$ cat config.mk
export PLATFORM = sky130hd
export DESIGN_NAME = icd_instruction_class_decoder
export DESIGN_NICKNAME = d
export VERILOG_FILES = /design/src/icd_pkg.sv /design/src/icd_dec_if.sv /design/src/icd_instruction_class_decoder.sv /design/src/icd_oper_dec.sv /design/src/icd_prim_dec.sv
export VERILOG_INCLUDE_DIRS = /design/src
export SDC_FILE = /design/constraint.sdc
export NUM_CORES = 1
export LEC_CHECK = 0
export ABC_AREA = 1
export BUFFER_PORTS_ARGS = -buffer_cell sky130_fd_sc_hd__buf_4
export CAP_MARGIN = 20
export CORE_MARGIN = 2
export CORE_UTILIZATION = 52
export CTS_BUF_LIST = sky130_fd_sc_hd__clkbuf_2 sky130_fd_sc_hd__clkbuf_4 sky130_fd_sc_hd__clkbuf_8
export CTS_CLUSTER_DIAMETER = 100
export DETAILED_ROUTE_END_ITERATION = 8
export PLACE_DENSITY = 0.95
export REMOVE_ABC_BUFFERS = 1
export SYNTH_ARGS = -nofsm -noshare
export SYNTH_HDL_FRONTEND = slang
export SYNTH_SLANG_ARGS = --single-unit
$ cat constraint.sdc
create_clock -name sys_clk -period 5.3 [get_ports sys_clk]
set_clock_uncertainty 0.2 [all_clocks]
set_input_delay 0.53 -clock sys_clk [delete_from_list [all_inputs] [get_ports sys_clk]]
set_output_delay 0.53 -clock sys_clk [all_outputs]
set_load 0.005 [all_outputs]
$ cat src/icd_regs.svh
// Field positions, opcode encodings and reset values for the instruction class decoder
`ifndef ICD_REGS_SVH
`define ICD_REGS_SVH

// ----------------------------------------------------------------------------
// Instruction word fields (bit 31 is the most significant bit)
// ----------------------------------------------------------------------------
`define ICD_PO_HI        31      // Primary opcode, top six bits
`define ICD_PO_LO        26
`define ICD_RT_HI        25      // Target / source register index
`define ICD_RT_LO        21
`define ICD_RA_HI        20      // First source register index
`define ICD_RA_LO        16
`define ICD_RB_HI        15      // Second source register index
`define ICD_RB_LO        11
`define ICD_XO_HI        10      // Ten-bit extended opcode
`define ICD_XO_LO        1
`define ICD_XO9_HI       9       // Nine-bit extended opcode, overflow-enable form
`define ICD_OE_BIT       10      // Overflow-enable bit of that form
`define ICD_AXO_HI       5       // Five-bit extended opcode, float multiply-add form
`define ICD_SC_BIT       1       // Must be set in the system call form
`define ICD_SPR_PRIV_BIT 15      // Top bit of the special register number
`define ICD_ALIGN_HI     1       // Byte offset inside a word
`define ICD_ALIGN_LO     0

// ----------------------------------------------------------------------------
// Primary opcodes steered by the core
// ----------------------------------------------------------------------------
`define ICD_OPC_RSV      6'h00   // Reserved space
`define ICD_OPC_SC       6'h11   // System call
`define ICD_OPC_CR       6'h13   // Condition and branch-to-register group
`define ICD_OPC_EXT      6'h1F   // Integer extended group
`define ICD_OPC_FPS      6'h3B   // Single-precision float group
`define ICD_OPC_FPD      6'h3F   // Double-precision float group

// ----------------------------------------------------------------------------
// Vectors and reset values
// ----------------------------------------------------------------------------
`define ICD_PROG_VEC     32'h0000_0700  // Program exception vector offset
`define ICD_WORD_RST     32'h0000_0000
`define ICD_ALIGN_ZERO   2'h0
`define ICD_REG_RST      5'h00

`endif

$ cat src/icd_pkg.sv
// Shared types for the instruction class decoder
package icd_pkg;

   // Architectural class of a word
   typedef enum logic [1:0] {
      CLS_DEFINED  = 2'b00,
      CLS_RESERVED = 2'b01,
      CLS_ILLEGAL  = 2'b10
   } icd_class_type;

   // What the primary opcode alone tells us
   typedef enum logic [2:0] {
      PK_RSV   = 3'b000,  // Opcode zero
      PK_ILL   = 3'b001,  // Never assigned
      PK_ILL64 = 3'b010,  // Wide-core only
      PK_DEF   = 3'b011,  // Complete without extended opcode
      PK_EXT   = 3'b100   // Extended opcode decides
   } icd_pkind_type;

   // Execution unit that receives the instruction
   typedef enum logic [2:0] {
      UNIT_NONE   = 3'b000,
      UNIT_INT    = 3'b001,
      UNIT_FPU    = 3'b010,
      UNIT_LSU    = 3'b011,
      UNIT_BRANCH = 3'b100,
      UNIT_SYS    = 3'b101
   } icd_unit_type;

   // Memory operand size
   typedef enum logic [1:0] {
      SZ_BYTE   = 2'b00,
      SZ_HALF   = 2'b01,
      SZ_WORD   = 2'b10,
      SZ_DOUBLE = 2'b11
   } icd_size_type;

endpackage

$ cat src/icd_dec_if.sv
// Bundle between the core decoder and its primary and operand helpers
`timescale 1ns/10ps
interface icd_dec_if;
   logic [31:0]           word;     // Captured instruction word
   icd_pkg::icd_pkind_type pKind;   // Primary opcode verdict
   icd_pkg::icd_unit_type  pUnit;   // Unit for primary-only forms
   logic                  pMem;     // Primary form touches memory
   icd_pkg::icd_size_type  pSize;   // Its operand size
   logic                  pFp;      // Its target is a float register
   logic [4:0]            rDst;     // Operand register indices
   logic [4:0]            rSrcA;
   logic [4:0]            rSrcB;

   modport prim (input word, output pKind, output pUnit, output pMem, output pSize, output pFp);
   modport oper (input word, output rDst, output rSrcA, output rSrcB);
   modport core (output word, input pKind, input pUnit, input pMem, input pSize, input pFp,
                 input rDst, input rSrcA, input rSrcB);
endinterface

$ cat src/icd_instruction_class_decoder.sv
// Top of the instruction class decoder: class, exception and issue routing
// Function
// [RQ1] Instructions are aligned four-byte words
// [RQ2] 32 integer registers; byte, half, word moves
// [RQ3] 32 float registers; word, double moves
// [RQ4] Integer ops on words; float single, double
// [RQ5] Arithmetic never touches memory directly
// [RQ6] Class from primary and extended opcode
// [RQ7] Unmatched encodings are illegal
// [RQ8] Listed unassigned primary opcodes are illegal
// [RQ9] Wide-core-only primary opcodes are illegal
// [RQ10] Unassigned extended opcodes in groups illegal
// [RQ11] All-zero word is always illegal
// [RQ12] Opcode zero with other bits: reserved
// [RQ13] Illegal words trap to program vector
// [RQ14] All narrow-core operations run in hardware; square roots and translation flush-all trap instead
// [RQ15] Square roots, translation flush-all trap
// [RQ16] Bad reserved bits never raise privilege
// [RQ17] Unimplemented reserved words trap
// [RQ18] Opcode from top six bits, before issue
`timescale 1ns/10ps
`include "icd_regs.svh"
module icd_instruction_class_decoder (
   input  wire logic                  sys_clk,     // 50 MHz core clock
   input  wire logic                  rst,         // Asynchronous, active high
   input  wire logic                  fetchValid,  // Fetch path offers a word
   input  wire logic [31:0]           fetchAddr,   // Its fetch address
   input  wire logic [31:0]           fetchWord,   // The word itself
   input  wire logic                  userMode,    // Running at user level
   output logic                       issueValid,  // Decoded word ready for issue
   output logic [31:0]                issuePc,     // Word-aligned address
   output logic [31:0]                issueWord,   // Word as fetched
   output icd_pkg::icd_class_type     issueClass,  // Architectural class
   output icd_pkg::icd_unit_type      issueUnit,   // Receiving unit, none on trap
   output logic                       memAccess,   // Load or store
   output icd_pkg::icd_size_type      memSize,     // Its operand size
   output logic                       floatReg,    // Data register is a float register
   output logic [4:0]                 regDst,      // Operand register indices
   output logic [4:0]                 regSrcA,
   output logic [4:0]                 regSrcB,
   output logic                       progExc,     // Program exception, illegal or privileged instruction
   output logic                       privExc,     // Privileged-instruction program exception
   output logic [31:0]                excVector    // Vector offset while an exception stands
);

   // ----------------------------------------------------------------------------
   // Extended opcode tables
   // ----------------------------------------------------------------------------
   // Integer group, ten-bit forms assigned to the narrow core
   function automatic logic extIntLegal(input logic [9:0] xo);
      unique case (xo)
         10'h000, 10'h004, 10'h013, 10'h014, 10'h017, 10'h018, 10'h01A, 10'h01C,
         10'h020, 10'h036, 10'h037, 10'h03C, 10'h053, 10'h056, 10'h057, 10'h077,
         10'h07C, 10'h090, 10'h092, 10'h096, 10'h097, 10'h0B7, 10'h0D2, 10'h0D7,
         10'h0F2, 10'h0F6, 10'h0F7, 10'h116, 10'h117, 10'h11C, 10'h132, 10'h136,
         10'h137, 10'h13C, 10'h153, 10'h157, 10'h172, 10'h173, 10'h177, 10'h197,
         10'h19C, 10'h1B6, 10'h1B7, 10'h1BC, 10'h1D3, 10'h1D6, 10'h1DC, 10'h200,
         10'h215, 10'h216, 10'h217, 10'h218, 10'h236, 10'h237, 10'h253, 10'h255,
         10'h256, 10'h257, 10'h277, 10'h293, 10'h295, 10'h296, 10'h297, 10'h2B7,
         10'h2D5, 10'h2D7, 10'h2F7, 10'h316, 10'h318, 10'h338, 10'h356, 10'h396,
         10'h39A, 10'h3BA, 10'h3D6, 10'h3D7, 10'h3F6: extIntLegal = 1'b1;
         default:                                    extIntLegal = 1'b0;
      endcase
   endfunction

   // Integer group, nine-bit forms with an overflow-enable bit above them
   function automatic logic extXoLegal(input logic [8:0] xo);
      unique case (xo)
         9'h008, 9'h00A, 9'h00B, 9'h028, 9'h04B, 9'h068, 9'h088, 9'h08A,
         9'h0C8, 9'h0CA, 9'h0E8, 9'h0EA, 9'h0EB, 9'h10A, 9'h1CB, 9'h1EB: extXoLegal = 1'b1;
         default:                                                        extXoLegal = 1'b0;
      endcase
   endfunction

   // Condition register and branch-to-register group
   function automatic logic extCrLegal(input logic [9:0] xo);
      unique case (xo)
         10'h000, 10'h010, 10'h021, 10'h032, 10'h081, 10'h096, 10'h0C1,
         10'h0E1, 10'h101, 10'h121, 10'h1A1, 10'h1C1, 10'h210: extCrLegal = 1'b1;
         default:                                             extCrLegal = 1'b0;
      endcase
   endfunction

   // Float multiply-add form; dbl picks the double group
   function automatic logic extFpALegal(input logic [4:0] xo, input logic dbl);
      unique case (xo)
         5'h12, 5'h14, 5'h15, 5'h16, 5'h19, 5'h1C, 5'h1D, 5'h1E, 5'h1F: extFpALegal = 1'b1;
         5'h17, 5'h1A:                                                extFpALegal = dbl;
         5'h18:                                                       extFpALegal = !dbl;
         default:                                                     extFpALegal = 1'b0;
      endcase
   endfunction

   // Double float group, ten-bit forms
   function automatic logic extFpXLegal(input logic [9:0] xo);
      unique case (xo)
         10'h000, 10'h00C, 10'h00E, 10'h00F, 10'h020, 10'h026, 10'h028, 10'h040,
         10'h046, 10'h048, 10'h086, 10'h088, 10'h108, 10'h247, 10'h2C7: extFpXLegal = 1'b1;
         default:                                                       extFpXLegal = 1'b0;
      endcase
   endfunction

   // Indexed memory forms of the integer group and their size
   function automatic logic [3:0] extMemShape(input logic [9:0] xo);
      // Bit 3 memory, bit 2 float register, bits 1:0 size code
      unique case (xo)
         10'h057, 10'h077, 10'h0D7, 10'h0F7:               extMemShape = 4'h8;
         10'h117, 10'h137, 10'h157, 10'h177, 10'h197,
         10'h1B7, 10'h316, 10'h396:                        extMemShape = 4'h9;
         10'h014, 10'h017, 10'h037, 10'h096, 10'h097, 10'h0B7, 10'h136,
         10'h1B6, 10'h215, 10'h216, 10'h255, 10'h295, 10'h296, 10'h2D5: extMemShape = 4'hA;
         10'h217, 10'h237, 10'h297, 10'h2B7, 10'h3D7:      extMemShape = 4'hE;
         10'h257, 10'h277, 10'h2D7, 10'h2F7:               extMemShape = 4'hF;
         default:                                          extMemShape = 4'h0;
      endcase
   endfunction

   // Supervisor-level encodings of the integer group
   function automatic logic extPriv(input logic [9:0] xo, input logic sprHi);
      unique case (xo)
         10'h053, 10'h092, 10'h0D2, 10'h0F2, 10'h132,
         10'h1D6, 10'h236, 10'h253, 10'h293: extPriv = 1'b1;
         10'h153, 10'h1D3:                   extPriv = sprHi;  // Depends on register number
         default:                            extPriv = 1'b0;
      endcase
   endfunction

   // ----------------------------------------------------------------------------
   // Fetch capture stage
   // ----------------------------------------------------------------------------
   logic        capValid_r;   // Captured word is live
   logic [31:0] capWord_r;    // Captured word
   logic [31:0] capPc_r;      // Captured, aligned address

   // Low address bits are dropped: a word always comes from a word boundary
   wire [31:0] alignedAddr = {fetchAddr[31:`ICD_ALIGN_HI + 1], `ICD_ALIGN_ZERO};  // [RQ1]

   // Capture register
   always_ff @(posedge sys_clk or posedge rst) begin
      if (rst) begin
         capValid_r <= 1'b0;
         capWord_r  <= `ICD_WORD_RST;
         capPc_r    <= `ICD_WORD_RST;
      end else begin
         capValid_r <= fetchValid;
         capWord_r  <= fetchWord;    // Whole four-byte word [RQ1]
         capPc_r    <= alignedAddr;
      end
   end

   // ----------------------------------------------------------------------------
   // Helpers
   // ----------------------------------------------------------------------------
   icd_dec_if decIf ();
   assign decIf.word = capWord_r;

   icd_prim_dec u_prim (
      .dec (decIf.prim)
   );

   icd_oper_dec u_oper (
      .dec (decIf.oper)
   );

   // ----------------------------------------------------------------------------
   // Classification
   // ----------------------------------------------------------------------------
   // Opcode from the six most significant bits [RQ18]
   wire [5:0] opc     = capWord_r[`ICD_PO_HI:`ICD_PO_LO];
   wire [9:0] xo10    = capWord_r[`ICD_XO_HI:`ICD_XO_LO];
   wire [8:0] xo9     = capWord_r[`ICD_XO9_HI:`ICD_XO_LO];
   wire [4:0] xo5     = capWord_r[`ICD_AXO_HI:`ICD_XO_LO];
   wire       sprHi   = capWord_r[`ICD_SPR_PRIV_BIT];
   wire       allZero = (capWord_r == `ICD_WORD_RST);

   wire isSc  = (opc == `ICD_OPC_SC);
   wire isCr  = (opc == `ICD_OPC_CR);
   wire isInt = (opc == `ICD_OPC_EXT);
   wire isFps = (opc == `ICD_OPC_FPS);
   wire isFpd = (opc == `ICD_OPC_FPD);

   // Assigned extended opcodes per group; anything else there is illegal [RQ10]
   wire intLegal = extIntLegal(xo10) || extXoLegal(xo9);
   wire fpLegal  = extFpALegal(xo5, isFpd) || (isFpd && extFpXLegal(xo10));
   wire extLegal = (isSc && capWord_r[`ICD_SC_BIT]) ||
                   (isCr && extCrLegal(xo10)) ||
                   (isInt && intLegal) ||
                   ((isFps || isFpd) && fpLegal);  // [RQ6] [RQ10]

   // Optional operations left to software emulation
   wire isSqrt   = (isFps || isFpd) && (xo5 == 5'h16);
   wire isFlush  = isInt && (xo10 == 10'h172);
   wire unimpl   = isSqrt || isFlush;  // [RQ15]

   // Class of the captured word
   icd_pkg::icd_class_type cls;
   always_comb begin
      unique case (decIf.pKind)
         icd_pkg::PK_RSV: begin
            // A word of zeros must trap even though its opcode is zero
            cls = allZero ? icd_pkg::CLS_ILLEGAL : icd_pkg::CLS_RESERVED;  // [RQ11] [RQ12]
         end
         icd_pkg::PK_DEF: begin
            cls = icd_pkg::CLS_DEFINED;  // [RQ14]
         end
         icd_pkg::PK_EXT: begin
            cls = extLegal ? icd_pkg::CLS_DEFINED : icd_pkg::CLS_ILLEGAL;  // [RQ7]
         end
         default: begin
            cls = icd_pkg::CLS_ILLEGAL;  // Unassigned and wide-core opcodes [RQ8] [RQ9]
         end
      endcase
   end

   // No reserved encodings are implemented, so reserved words trap as well
   wire trapIll = (cls != icd_pkg::CLS_DEFINED) || unimpl;  // [RQ13] [RQ17] [RQ15]

   // Privilege check uses only opcode fields and the top bit of the special register number, so junk in reserved bits
   // can never slip a supervisor operation past a user program
   wire supOp   = (isCr && (xo10 == 10'h032)) || (isInt && extPriv(xo10, sprHi));
   wire trapPriv = userMode && supOp && !trapIll;  // [RQ16]

   // ----------------------------------------------------------------------------
   // Routing
   // ----------------------------------------------------------------------------
   wire [3:0] xShape = extMemShape(xo10);
   wire       xMem   = isInt && xShape[3];

   // Unit: nothing issues when the word traps [RQ13]
   icd_pkg::icd_unit_type unit;
   always_comb begin
      if (trapIll || trapPriv) begin
         unit = icd_pkg::UNIT_NONE;  // [RQ13] [RQ16]
      end else if (isFps || isFpd) begin
         unit = icd_pkg::UNIT_FPU;  // Single and double precision [RQ4]
      end else if (xMem) begin
         unit = icd_pkg::UNIT_LSU;  // [RQ5]
      end else if (isSc || (isCr && ((xo10 == 10'h032) || (xo10 == 10'h096)))) begin
         unit = icd_pkg::UNIT_SYS;
      end else if (isCr) begin
         unit = icd_pkg::UNIT_BRANCH;
      end else begin
         unit = decIf.pUnit;  // Word-sized integer, D-form memory or primary-opcode branch [RQ4]
      end
   end

   // Memory shape from whichever form the word uses
   wire                    memNxt  = (decIf.pMem || xMem) && (unit == icd_pkg::UNIT_LSU);  // [RQ5]
   wire                    fpNxt   = xMem ? xShape[2] : (decIf.pFp || isFps || isFpd);     // [RQ3]
   icd_pkg::icd_size_type  sizeNxt;
   assign sizeNxt = xMem ? icd_pkg::icd_size_type'(xShape[1:0]) : decIf.pSize;             // [RQ2] [RQ3]

   // ----------------------------------------------------------------------------
   // Issue register
   // ----------------------------------------------------------------------------
   // Class and trap are settled together with the word, before any unit sees it
   always_ff @(posedge sys_clk or posedge rst) begin
      if (rst) begin
         issueValid <= 1'b0;
         issuePc    <= `ICD_WORD_RST;
         issueWord  <= `ICD_WORD_RST;
         issueClass <= icd_pkg::CLS_DEFINED;
         issueUnit  <= icd_pkg::UNIT_NONE;
         memAccess  <= 1'b0;
         memSize    <= icd_pkg::SZ_WORD;
         floatReg   <= 1'b0;
         regDst     <= `ICD_REG_RST;
         regSrcA    <= `ICD_REG_RST;
         regSrcB    <= `ICD_REG_RST;
         progExc    <= 1'b0;
         privExc    <= 1'b0;
         excVector  <= `ICD_WORD_RST;
      end else begin
         issueValid <= capValid_r;                               // [RQ18]
         issuePc    <= capPc_r;
         issueWord  <= capWord_r;
         issueClass <= cls;                                      // [RQ6]
         issueUnit  <= capValid_r ? unit : icd_pkg::UNIT_NONE;
         memAccess  <= capValid_r && memNxt;
         memSize    <= sizeNxt;
         floatReg   <= fpNxt;
         regDst     <= decIf.rDst;
         regSrcA    <= decIf.rSrcA;
         regSrcB    <= decIf.rSrcB;
         progExc    <= capValid_r && (trapIll || trapPriv);    // [RQ13]
         privExc    <= capValid_r && trapPriv;                   // [RQ16]
         excVector  <= (capValid_r && (trapIll || trapPriv)) ? `ICD_PROG_VEC : `ICD_WORD_RST;  // [RQ13]
      end
   end

endmodule // icd_instruction_class_decoder

$ cat src/icd_oper_dec.sv
// Operand register index extraction for the 32-entry register sets
`timescale 1ns/10ps
`include "icd_regs.svh"
module icd_oper_dec (
   icd_dec_if.oper dec
);

   // ----------------------------------------------------------------------------
   // Register indices
   // ----------------------------------------------------------------------------
   // Five bits address all 32 entries of integer_register_set or float_register_set
   assign dec.rDst  = dec.word[`ICD_RT_HI:`ICD_RT_LO];  // [RQ2] [RQ3]
   assign dec.rSrcA = dec.word[`ICD_RA_HI:`ICD_RA_LO];
   assign dec.rSrcB = dec.word[`ICD_RB_HI:`ICD_RB_LO];

endmodule // icd_oper_dec

$ cat src/icd_prim_dec.sv
// Primary opcode sorter: class hint, unit and load/store shape
`timescale 1ns/10ps
`include "icd_regs.svh"
module icd_prim_dec (
   icd_dec_if.prim dec
);

   // ----------------------------------------------------------------------------
   // Opcode fields
   // ----------------------------------------------------------------------------
   wire [5:0] opc = dec.word[`ICD_PO_HI:`ICD_PO_LO];  // Primary opcode
   wire       isMem = (opc >= 6'h20) && (opc <= 6'h37);  // D-form load/store block
   wire       isFpMem = (opc >= 6'h30);                  // Upper part moves float registers

   // Verdict on the primary opcode alone
   always_comb begin
      unique case (opc)
         6'h00:                                     dec.pKind = icd_pkg::PK_RSV;
         6'h01, 6'h04, 6'h05, 6'h06, 6'h09, 6'h16,
         6'h38, 6'h39, 6'h3C, 6'h3D:                dec.pKind = icd_pkg::PK_ILL;    // [RQ8]
         6'h02, 6'h1E, 6'h3A, 6'h3E:                dec.pKind = icd_pkg::PK_ILL64;  // [RQ9]
         6'h11, 6'h13, 6'h1F, 6'h3B, 6'h3F:         dec.pKind = icd_pkg::PK_EXT;    // [RQ6]
         default:                                   dec.pKind = icd_pkg::PK_DEF;
      endcase
   end

   // Unit for forms that need no extended opcode
   always_comb begin
      if (isMem) begin
         dec.pUnit = icd_pkg::UNIT_LSU;  // Memory only through loads and stores [RQ5]
      end else if ((opc == 6'h10) || (opc == 6'h12)) begin
         dec.pUnit = icd_pkg::UNIT_BRANCH;
      end else begin
         dec.pUnit = icd_pkg::UNIT_INT;  // Word-sized integer work [RQ4]
      end
   end

   // Load/store shape: integer byte, half, word; float word or double
   assign dec.pMem = isMem;
   assign dec.pFp  = isMem && isFpMem;  // [RQ3]
   always_comb begin
      if (isFpMem) begin
         dec.pSize = opc[1] ? icd_pkg::SZ_DOUBLE : icd_pkg::SZ_WORD;  // [RQ3]
      end else if (opc >= 6'h28) begin
         dec.pSize = (opc >= 6'h2E) ? icd_pkg::SZ_WORD : icd_pkg::SZ_HALF;  // [RQ2]
      end else begin
         dec.pSize = opc[1] ? icd_pkg::SZ_BYTE : icd_pkg::SZ_WORD;  // [RQ2]
      end
   end

endmodule // icd_prim_dec

==> impl_results.md <==
- CTS tree: done
- CTS-repair resized insts: 0
- CP max stage cell: nor2_1
- Total gr overflow: 0
- Flop2flop setup slack: 2220 ps
- Sequential share of the synthesized area: 0.629
- WL final: 16200 um
- Worst path max stage delay: 840 ps
- Core area: 10200 um^2
- Synth area leader: dfrtp_1
- Status: finished clean
- Input/output buffers: 157
- GR Util All Layers: 0.303
- Worst slew pin tran: 1050 ps
- Worst hold stages: 0
- Hold Fails Final Rpt: 0
- Worst-case clock buffer depth: 2
- Initial Utilization: 0.533
- Final Core Density: 0.741
- Die Ht: 106 um
- Hpwl dp: 10300 um
- Final Cycle Share: 0.581
- XOR/XNOR Fraction of Synth Area: 0
- Clock sink count: 137
- R2r endpoint: excVector[9]
- Die width: 106 um
- Top post-synthesis cells by area: dfrtp_1, nand2_1, buf_4
- Critical path arrival: 3220 ps
- Cts bufs inserted: 17
- Nets: 849
- DRT iter0 DRCs: 352
- CP startpoint kind: flop
- Post-CTS setup buffers: 0
- GPL Wtd Cong: 0.962
- Vias in the first global route: 4832
- Critical path buffers and inverters: 1
- FF+latch area: 3430 um^2
- # IOs: 191
- Initial antenna violation count: 1
- Main combinational cell family by area after synthesis: simple AND/OR/NAND/NOR gates
- Die area: 11300 um^2
- P&R area growth vs syn: 39.2%
- Most frequent cells in the layout: buf_4, dfrtp_1, nand2_1, nor2_1, dlygate4sd3_1
- Crit path cell chain: nor2_1 > nand3_1 > nor2_1 > nor2_1 > nand2_1 > nor2_1 > nand2_1 > nor2_1 > nand3_1 > nand2_1 > nand2_1 > nand4_4 > nand2_1 > inv_1
- Largest net degree at the start of global routing: 76
- Synth Register Bits: 137
- Most common cell after layout, fill and taps aside: buf_4
- H-tree depth: 4
- Setup violators final: 0
- Row cnt: 37
- Post-synthesis cell type count: 31
- R2r startpoint: capWord_r[10]
- Routed WL per cell: 17.4 um
- Drt drc: 0
- Clock root cell: clkbuf_8
- RSZ-0062 raised after global routing: no
- Area share of the largest cell type after synthesis: 0.625
- Worst Setup SP: capWord_r[10]
- Sum of negative setup slack: 0 ps
- Layout cells sized above 1: 0.259
- Worst Setup End Kind: flop
- Synth Area in Adders: 0
- Yosys warns: 0
- Clk Latency, worst-skew pair: 460 ps
- Clk slew on worst S/H paths: 80 ps
- Post-route ant nets: 0
- Synth Cell Area: 5450 um^2
- Synth Area in Simple Gates: 0.219
- Detailed-route via count: 4763
- Max-slew violations: 0
- Period minus WS final: 3080 ps
- Worst rel slew slack: 0.300
- Multi-input gate area: 1550 um^2
- Fillers: 688
- HP Class: reg2reg
- Pre-antenna DRT Iters: 5
- Drt via density: 5.12
- Mapped Avg Cell Area: 9.66 um^2
- Leak: 3.80 nW
- Worst vdd rail ir drop: 0.274 mV
- Peak Freq: 325 MHz
- Setup CP Type: reg2reg
- Setup crit end: excVector[9]
- CP required: 5450 ps
- Mux contribution to synthesized area: 0
- Syn Inst Count: 564
- Kind of cell adding the most delay to the critical path: simple AND/OR/NAND/NOR gates
- R2R depth: 14
- First-pass GRT wire length: 25300 um
- Max Cap Viol: 0
- Crit path depth: 14
- Worst-path maximum fanout: 14
- Post-synthesis compound-gate area fraction: 0.0439
- Power Dens Cells: 300 nW/um^2
[worst min-delay path by stage]
stage                              to  slack, ps        start
final                      issuePc[4]        150   capPc_r[4]
after global routing      issuePc[29]        160  capPc_r[29]
after CTS                 issuePc[18]        150  capPc_r[18]
after detailed placement  issuePc[18]        130  capPc_r[18]
after global placement    issuePc[27]        130  capPc_r[27]
after floorplan           issuePc[10]        130  capPc_r[10]
[flip-flops by register name, indices dropped and copies added, names as in the netlist]
signal and flops:
capPc_r 30, capValid_r 1, capWord_r 32, excVector 1, floatReg 1, issueClass 2, issuePc 30, issueUnit 3
issueValid 1, issueWord 20, memAccess 1, memSize 2, privExc 1, regDst 4, regSrcA 4, regSrcB 4
[cell families (layout without fill, tap and decap cells)]
kind of cell	after synthesis	in the layout
simple gates	280	280
flops	137	137
other cells	1	32
buf+inv	105	305
compound gates	41	41
[report_power, final]
group / internal [mW] / total (mW) / switching, mW
sequential: 1.10 / 1.14 / 0.0377
clock: 0.442 / 0.887 / 0.445
combinational: 0.127 / 0.253 / 0.125
[cell type report]
class	count	area share
Antenna cell	1	0.000330
Clock buffer	18	0.0327
Inverter	51	0.0259
Clock inverter	14	0.0213
Timing Repair Buffer	222	0.241
Sequential cell	137	0.452
Tap cell	136	0.0224
Multi-Input combinational cell	352	0.204
[metal layers]
metal	vias up	wire, um	track usage
met5	-	0	0
met3	57	1230	0.0730
met4	0	574	0.147
met1	2273	5940	0.356
li1	2145	-	-
met2	288	8430	0.520
[timing repair]
action	in CTS	in global routing
hold buffers	64	0
endpoints found under the setup margin	0	0
hold endpoints to repair	137	0
[per-stage QoR]
| stage | cell area (um^2) | hold slack, ps | setup slack, ps | std cells | total power [mW] |
|---|---|---|---|---|---|
| after floorplan | 5170 | 131 | 904 | 540 | 1.23 |
| after global placement | 6530 | 131 | 2360 | 834 | 1.35 |
| after detailed placement | 6530 | 135 | 2360 | 834 | 1.36 |
| after CTS | 7580 | 152 | 2340 | 930 | 2.26 |
| after global routing | 7580 | 160 | 2110 | 931 | 2.36 |
| final | 7580 | 146 | 2220 | 931 | 2.28 |
[cell usage after synthesis]
cell,n
a211oi_1,2
a21boi_1,1
a21oi_1,7
a22oi_1,1
a31oi_1,2
buf_2,3
buf_4,49
clkbuf_2,2
conb_1,1
dfrtp_1,136
dfstp_2,1
inv_1,47
inv_2,4
nand2_1,120
nand3_1,44
nand4_1,4
nand4_4,1
nor2_1,89
nor2_2,6
nor3_1,7
nor3_2,3
nor3b_1,1
nor4_1,4
o2111ai_1,1
o211ai_1,3
o21ai_0,16
o21ai_1,4
o22a_1,1
o22ai_1,1
o31ai_1,2
or2_1,1
[worst reg2reg max path: cells and delay by family (launching register included)]
kind	cells	cell delay, ps
DFF	1	480
and+or+nand+nor	13	2260
buffers and inverters	1	50
Note: power is estimated with default switching activity, not from simulation.
